===== config.mk =====
export PLATFORM = sky130hd
export DESIGN_NAME = lsc_top
export DESIGN_NICKNAME = d
export VERILOG_FILES = /design/src/lsc_pkg.sv /design/src/lsc_top.sv
export VERILOG_INCLUDE_DIRS = /design/src
export SDC_FILE = /design/constraint.sdc
export NUM_CORES = 1
export LEC_CHECK = 0
export BUFFER_PORTS_ARGS = -buffer_cell sky130_fd_sc_hd__buf_4
export CAP_MARGIN = 20
export CORE_UTILIZATION = 35
export DETAILED_ROUTE_END_ITERATION = 10
export PLACE_DENSITY_LB_ADDON = 0.05
export SLEW_MARGIN = 10
export SYNTH_ARGS = -nofsm -noshare
export SYNTH_HDL_FRONTEND = slang
export SYNTH_SLANG_ARGS = --single-unit
export TNS_END_PERCENT = 5

===== constraint.sdc =====
create_clock -name CLK_SYS -period 3.85 [get_ports CLK_SYS]
set_input_delay 0.1925 -clock CLK_SYS [delete_from_list [all_inputs] [get_ports CLK_SYS]]
set_output_delay 0.1925 -clock CLK_SYS [all_outputs]
set_load 0.02 [all_outputs]

===== src/lsc_regs.svh =====
// register offsets, field positions, reset values and timing counts
`ifndef LSC_REGS_SVH
`define LSC_REGS_SVH

// ****************************************
// register offsets
// ****************************************
`define LSC_OFS_UNDER_STATUS  8'h36
`define LSC_OFS_CRIT_STATUS   8'h37
`define LSC_OFS_SUPPLY_CFG    8'h50
`define LSC_OFS_SHUNT_CFG     8'h51

// ****************************************
// field positions
// ****************************************
`define LSC_BIT_SHUNT_FLAG    7
`define LSC_BIT_SUPPLY_FLAG   6
`define LSC_BIT_TEMP_FLAG     0
`define LSC_BIT_SPIKE_ROUTE   7
`define LSC_POS_SUPPLY_QUEUE  2
`define LSC_POS_SUPPLY_AVG    0
`define LSC_POS_SHUNT_QUEUE   6
`define LSC_POS_SHUNT_AVG     4
`define LSC_POS_SHUNT_PERIOD  2
`define LSC_POS_SHUNT_RANGE   0

// ****************************************
// reset values
// ****************************************
`define LSC_RST_STATUS        8'h00
`define LSC_RST_SUPPLY_CFG    8'h80
`define LSC_RST_SHUNT_CFG     8'h03

// ****************************************
// timing
// ****************************************
`define LSC_CLK_KHZ           125000
`define LSC_SHUNT_BASE_MS     82
`define LSC_QUEUE_MAX         3'h4

`endif


===== src/lsc_pkg.sv =====
// types shared by the limit status and sampling configuration block
package lsc_pkg;

  // one channel's comparison results for a finished measurement
  typedef struct packed {
    logic valid;          // one-cycle pulse: a new measurement is done
    logic below_low;      // measurement under its low limit
    logic at_crit;        // measurement at or above its critical limit
    logic below_release;  // measurement under critical limit minus hysteresis
  } lsc_meas_t;

  // configuration fields handed to the measurement engine
  typedef struct packed {
    logic       spike_route_select;
    logic [1:0] supply_averaging;
    logic [1:0] shunt_averaging;
    logic [1:0] shunt_sample_period;
    logic [1:0] shunt_full_scale;
  } lsc_cfg_t;

endpackage


===== src/lsc_top.sv =====
// limit status flags, warning and critical pins, sampling configuration
//
// Contract
// - low-limit breach sets channel under flag
// - any under flag sets under summary
// - read clears flags; summary only if clean
// - under flags sticky until read
// - warning pin: flag, queue met, unmasked
// - at or above critical sets severe flag
// - severe summary follows any severe flag
// - reading severe status clears nothing
// - severe flag clears below limit minus hysteresis
// - critical pin on any severe flag
// - route bit picks pin for spikes
// - warning spike needs comparator mode, unmasked
// - critical spike ignores all masks
// - queue codes mean one to four
// - supply averaging field, reset disabled
// - shunt averaging field bits five four
// - shunt sample period 82/82/164/328 ms
// - shunt update every period times averages
// - shunt full scale bits one zero
// - masked channel never drives warning pin
`timescale 1ns/1ps
`include "lsc_regs.svh"

module lsc_top #(
  parameter int unsigned SHUNT_BASE_CYC = `LSC_SHUNT_BASE_MS * `LSC_CLK_KHZ
) (
  input  wire logic                  CLK_SYS,
  input  wire logic                  RST,
  input  wire logic [7:0]            REG_ADDR,
  input  wire logic                  REG_WR,
  input  wire logic                  REG_RD,
  input  wire logic [7:0]            REG_WDATA,
  output logic      [7:0]            REG_RDATA,
  input  wire lsc_pkg::lsc_meas_t [2:0] MEAS,
  input  wire logic [2:0]            CHANNEL_MASK,
  input  wire logic                  PEAK_MASK,
  input  wire logic                  COMPARATOR_MODE,
  input  wire logic [1:0]            TEMP_QUEUE,
  input  wire logic                  SPIKE_DETECT,
  output logic                       MASKABLE_WARNING_PIN_N,
  output logic                       CRITICAL_FAULT_PIN_N,
  output logic                       UNDER_SUMMARY,
  output logic                       CRITICAL_SUMMARY,
  output lsc_pkg::lsc_cfg_t          CFG,
  output logic                       SHUNT_UPDATE
);
  import lsc_pkg::*;

  // ****************************************
  // register access decode
  // ****************************************
  logic [7:0] supply_cfg_r;
  logic [7:0] shunt_cfg_r;
  logic [2:0] under_r;
  logic [2:0] crit_r;
  logic [2:0] crit_nxt;
  logic [2:0] hit;
  logic [2:0] cond_r;
  logic [1:0] queue [3];
  logic       rd_under;
  logic       rd_crit;
  logic       under_sum_r;
  logic       crit_sum_r;
  logic       warn_nxt;

  assign rd_under = REG_RD && (REG_ADDR == `LSC_OFS_UNDER_STATUS);
  assign rd_crit  = REG_RD && (REG_ADDR == `LSC_OFS_CRIT_STATUS);

  // queue depth per channel: 0 temp, 1 supply, 2 shunt
  assign queue[0] = TEMP_QUEUE;
  assign queue[1] = supply_cfg_r[`LSC_POS_SUPPLY_QUEUE +: 2];
  assign queue[2] = shunt_cfg_r[`LSC_POS_SHUNT_QUEUE +: 2];

  // ****************************************
  // configuration registers
  // ****************************************
  // writable bits only; reserved bits 6..4 of the supply register read zero
  always_ff @(posedge CLK_SYS or posedge RST) begin
    if (RST) begin
      supply_cfg_r <= `LSC_RST_SUPPLY_CFG;
      shunt_cfg_r  <= `LSC_RST_SHUNT_CFG;
    end else if (REG_WR) begin
      if (REG_ADDR == `LSC_OFS_SUPPLY_CFG) begin
        supply_cfg_r <= REG_WDATA & 8'h8f;
      end
      if (REG_ADDR == `LSC_OFS_SHUNT_CFG) begin
        shunt_cfg_r <= REG_WDATA;
      end
    end
  end

  // configuration fields to the measurement engine
  always_ff @(posedge CLK_SYS or posedge RST) begin
    if (RST) begin
      CFG <= '0;
    end else begin
      CFG.spike_route_select  <= supply_cfg_r[`LSC_BIT_SPIKE_ROUTE];
      CFG.supply_averaging    <= supply_cfg_r[`LSC_POS_SUPPLY_AVG +: 2];
      CFG.shunt_averaging     <= shunt_cfg_r[`LSC_POS_SHUNT_AVG +: 2];
      CFG.shunt_sample_period <= shunt_cfg_r[`LSC_POS_SHUNT_PERIOD +: 2];
      CFG.shunt_full_scale    <= shunt_cfg_r[`LSC_POS_SHUNT_RANGE +: 2];
    end
  end

  // ****************************************
  // per-channel limit checking
  // ****************************************
  for (genvar i = 0; i < 3; i++) begin : g_chan
    logic [2:0] run_r;

    // consecutive under-limit counter, saturating at four
    always_ff @(posedge CLK_SYS or posedge RST) begin
      if (RST) begin
        run_r <= 3'h0;
      end else if (MEAS[i].valid) begin
        if (!MEAS[i].below_low) begin
          run_r <= 3'h0;
        end else if (run_r != `LSC_QUEUE_MAX) begin
          run_r <= run_r + 3'h1;
        end
      end
    end

    // queue code n needs n+1 consecutive breaches
    assign hit[i] = MEAS[i].valid && MEAS[i].below_low
                    && (run_r >= {1'b0, queue[i]});

    // live condition of the latest measurement
    always_ff @(posedge CLK_SYS or posedge RST) begin
      if (RST) begin
        cond_r[i] <= 1'b0;
      end else if (MEAS[i].valid) begin
        cond_r[i] <= MEAS[i].below_low;
      end
    end

    // severe flag: set at limit, released below limit minus hysteresis
    always_comb begin
      crit_nxt[i] = crit_r[i];
      if (MEAS[i].valid && MEAS[i].below_release) begin
        crit_nxt[i] = 1'b0;
      end
      if (MEAS[i].valid && MEAS[i].at_crit) begin
        crit_nxt[i] = 1'b1;
      end
    end
  end

  // ****************************************
  // under-limit status and summary
  // ****************************************
  // set wins over the clear of a read in the same cycle
  always_ff @(posedge CLK_SYS or posedge RST) begin
    if (RST) begin
      under_r <= 3'h0;
    end else begin
      under_r <= (under_r & ~{3{rd_under}}) | hit;
    end
  end

  // summary cleared by a read only once no channel is still low
  always_ff @(posedge CLK_SYS or posedge RST) begin
    if (RST) begin
      under_sum_r <= 1'b0;
    end else if (hit != 3'h0) begin
      under_sum_r <= 1'b1;
    end else if (rd_under && (cond_r == 3'h0)) begin
      under_sum_r <= 1'b0;
    end
  end

  // ****************************************
  // critical status and summary
  // ****************************************
  // a read has no effect here
  always_ff @(posedge CLK_SYS or posedge RST) begin
    if (RST) begin
      crit_r     <= 3'h0;
      crit_sum_r <= 1'b0;
    end else begin
      crit_r     <= crit_nxt;
      crit_sum_r <= (crit_nxt != 3'h0);
    end
  end

  assign UNDER_SUMMARY    = under_sum_r;
  assign CRITICAL_SUMMARY = crit_sum_r;

  // ****************************************
  // pins, active low
  // ****************************************
  always_comb begin
    warn_nxt = ((under_r & ~CHANNEL_MASK) != 3'h0);
    if (SPIKE_DETECT && !supply_cfg_r[`LSC_BIT_SPIKE_ROUTE]
        && COMPARATOR_MODE && !PEAK_MASK) begin
      warn_nxt = 1'b1;
    end
  end

  always_ff @(posedge CLK_SYS or posedge RST) begin
    if (RST) begin
      MASKABLE_WARNING_PIN_N <= 1'b1;
      CRITICAL_FAULT_PIN_N   <= 1'b1;
    end else begin
      MASKABLE_WARNING_PIN_N <= ~warn_nxt;
      CRITICAL_FAULT_PIN_N   <= ~((crit_r != 3'h0)
        || (SPIKE_DETECT && supply_cfg_r[`LSC_BIT_SPIKE_ROUTE]));
    end
  end

  // ****************************************
  // read data
  // ****************************************
  always_ff @(posedge CLK_SYS or posedge RST) begin
    if (RST) begin
      REG_RDATA <= 8'h00;
    end else if (REG_RD) begin
      unique case (REG_ADDR)
        `LSC_OFS_UNDER_STATUS: REG_RDATA <= {under_r[2], under_r[1], 5'h00, under_r[0]};
        `LSC_OFS_CRIT_STATUS:  REG_RDATA <= {crit_r[2], crit_r[1], 5'h00, crit_r[0]};
        `LSC_OFS_SUPPLY_CFG:   REG_RDATA <= supply_cfg_r;
        `LSC_OFS_SHUNT_CFG:    REG_RDATA <= shunt_cfg_r;
        default:               REG_RDATA <= 8'h00;
      endcase
    end
  end

  // ****************************************
  // shunt result update timer
  // ****************************************
  logic [23:0] unit_cnt_r;
  logic [5:0]  mult_cnt_r;
  logic [2:0]  t_shift;
  logic [5:0]  mult_total;

  // period codes 00 and 01 are the same base time
  assign t_shift    = shunt_cfg_r[`LSC_POS_SHUNT_PERIOD + 1]
                      ? {1'b0, shunt_cfg_r[`LSC_POS_SHUNT_PERIOD +: 2]} - 3'h1 : 3'h0;
  assign mult_total = 6'h01 << (t_shift + {1'b0, shunt_cfg_r[`LSC_POS_SHUNT_AVG +: 2]});

  always_ff @(posedge CLK_SYS or posedge RST) begin
    if (RST) begin
      unit_cnt_r   <= 24'h000000;
      mult_cnt_r   <= 6'h00;
      SHUNT_UPDATE <= 1'b0;
    end else begin
      SHUNT_UPDATE <= 1'b0;
      if (unit_cnt_r >= 24'(SHUNT_BASE_CYC - 1)) begin
        unit_cnt_r <= 24'h000000;
        if (mult_cnt_r >= mult_total - 6'h01) begin
          mult_cnt_r   <= 6'h00;
          SHUNT_UPDATE <= 1'b1;
        end else begin
          mult_cnt_r <= mult_cnt_r + 6'h01;
        end
      end else begin
        unit_cnt_r <= unit_cnt_r + 24'h000001;
      end
    end
  end
endmodule


==> metrics <==
Crit. End Element flop; post-route core utilization 0.445; NetSw 0.000502 W; Crit Path Category reg2reg; syn_nets 461; status complete, no violations; vias per std cell 5.11; final cycle utilization of the critical path 0.896; die area 12300 um^2; initial antenna violation count 0; CTS root buf clkbuf_16; Post-synth EDFFs 0; Mapped Cells 398; synthesized area per cell 10.4 um^2; placed wire-length estimate 6730 um; number of H-tree levels 3; most frequent cells in the layout 78 x dfrtp_1, 62 x buf_4, 41 x nor2_1; CTS clk-pin slew, worst paths 0.06 ns; vias after detailed routing 3133; number of global-route vias before repair 3097; Placed Area 4780 um^2; Clk pwr share 0.437; register area 2080 um^2; Post-CTS Setup Bufs 0; non-filler cells, final 613; worst ir drop on vdd 180 uV; Pwr per Cell Area 409 nW/um^2; layout cells sized above 1 0.238; Port Buffer Count 61; critical path fanouts, max 6; cell leakage power 2.36 nW; fmax 290 MHz; Worst Clk Skew 0.00685 ns; Arrival @ worst endpoint 3.68 ns; CTS Sinks 83; drt total wl 9080 um; leading post-synthesis cells by cell area dfrtp_1 47%, ha_1 6.6%, mux2_2 4.3%; post-synth cell types 55; worst slew pin tran 0.766 ns; register bit count reported by yosys 83; Worst EP required 4.08 ns; combinational fraction of design power 0.110; Hold Fails Final Rpt 0; WHS 0.0249 ns; largest net degree at the start of global routing 42; Synth warnings 0; fill count 1093; ys flop type dfrtp_1; Int Pwr 0.00159 W; core area 11500 um^2; Final ANT Viol Nets 0; post-synth top area cell dfrtp_1; total grt overflow 0; most common cell after layout, fill and taps aside dfrtp_1; site row count 39; GP Congestion 0.732; I/O pin cnt 62; Iter 0 DRT Violations 108; Async SR Flop Fraction 1.00; Area growth syn-to-layout 22.9%; CTS tree yes; Tightest Hold Check Type in2reg; die height 111 um; sequential group share of total power 0.454; Final Max Slew Viols 0; Final setup viols 0; RSZ-0062 raised after global routing false; GRT Total Usage 0.158; Worst R2R Setup Slack 0.40 ns; first-pass GRT wire length 15400 um; Clock Path Buffers 2; Starting Density 0.362; Max-cap violations 0; area share of the largest cell type after synthesis 0.470; drt drc 0; cts bufs inserted 9; final instance area 5100 um^2; multi-input logic area 1890 um^2; wire per inst 14.8 um; Worst Setup Start Kind flop; Setup TNS 0 ns; placed insts 596; Skew-Pair Late Insertion Delay 0.34 ns; Mapped Area 4150 um^2; die width 111 um; Sw Share 0.240; antenna cells 0; Slew HR 0.488; Final min period 3.45 ns; DRT Pass-1 Iters 4; sequential share of the synthesized area 0.502; Nets 528
## cell type report
cell class	count	area share
clock buffer	10	0.0449
clock inverter	6	0.0157
inverter	39	0.0289
multi-input combinational	268	0.370
sequential	83	0.408
tap	143	0.0351
timing repair buffer	64	0.0971
## per-layer routing
layer,vias up,GRT usage,share of wire
met3,16,0.0344,0.040
met1,1525,0.216,0.49
met2,59,0.237,0.45
li1,1533,-,-
met5,-,0,0
met4,0,0.0800,0.024
## critical path, stage by stage (launching register included)
cell and delay, ns:
dfrtp_1 0.43, nor2b_1 0.13, ha_1 0.14, inv_1 0.05, fa_1 0.57, nand3b_1 0.13, ha_1 0.25, nor3_1 0.15
a21oi_1 0.06, o21a_1 0.18, ha_1 0.29, nand3_1 0.09, o21ai_1 0.33, a221oi_1 0.19, a221o_1 0.34
## power by group through the flow
| stage | Clock [W] | Sequential (W) | Combinational [W] |
|---|---|---|---|
| 5_1_grt | 0.000972 | 0.000952 | 0.000261 |
| 4_1_cts | 0.000943 | 0.000948 | 0.000234 |
| 3_5_place_dp | 0 | 0.000963 | 0.000233 |
| 2_1_floorplan | 0 | 0.000959 | 0.000138 |
| 3_3_place_gp | 0 | 0.000962 | 0.000224 |
| 6_report | 0.000912 | 0.000947 | 0.000229 |
## repair_timing
action	CTS	global route
hold buffers	1	0
hold endpoints to repair	19	0
gates resized for setup	0	1
endpoints found under the setup margin	0	2
## per-stage QoR
| stage | power [W] | worst slack (ns) |
|---|---|---|
| after CTS | 0.00213 | 0.197 |
| final | 0.00209 | 0.399 |
| after floorplan | 0.00110 | 0.625 |
| after global routing | 0.00219 | 0.100 |
| after global placement | 0.00119 | 0.328 |
| after detailed placement | 0.00120 | 0.204 |
## cell usage after synthesis, types with 8 or more instances
master and instances:
a21oi_1 16, nor2_1 41, inv_1 39, a22o_1 8, mux2_2 16, nand3_1 18
xnor2_1 19, dfrtp_1 78, nor3_1 8, nand2_1 27, o21ai_0 16, ha_1 22
## registers in the layout (all words and copies together) (netlist names), 3 cells and up
register / cells
cond_r: 3
mult_cnt_r: 6
shunt_cfg_r: 8
crit_r: 3
unit_cnt_r: 24
REG_RDATA: 8
supply_cfg_r: 5
under_r: 3
CFG: 9
g_chan.run_r: 9
## final timing paths
check	start	to	cells past startpoint
setup reg to reg	shunt_cfg_r[2]	mult_cnt_r[3]	14
setup / recovery	shunt_cfg_r[2]	mult_cnt_r[3]	14
hold reg to reg	supply_cfg_r[0]	CFG[6]	0
min in group asynchronous	RST	CFG[5]	3
hold / removal	SPIKE_DETECT	CRITICAL_FAULT_PIN_N	2
max in group asynchronous	RST	CRITICAL_FAULT_PIN_N	4
## cell families (layout without fill, tap and decap cells)
family          Yosys count  count (layout)  share of synthesized area
buf+inv                  47             119                     0.0434
fa+ha+maj                23              23                     0.0711
compound gates           74              74                      0.127
flops                    83              83                      0.502
simple gates            129             129                      0.158
mux                      20              20                     0.0533
xor+xnor                 22              22                     0.0464
Note: power is estimated with default switching activity, not from simulation.
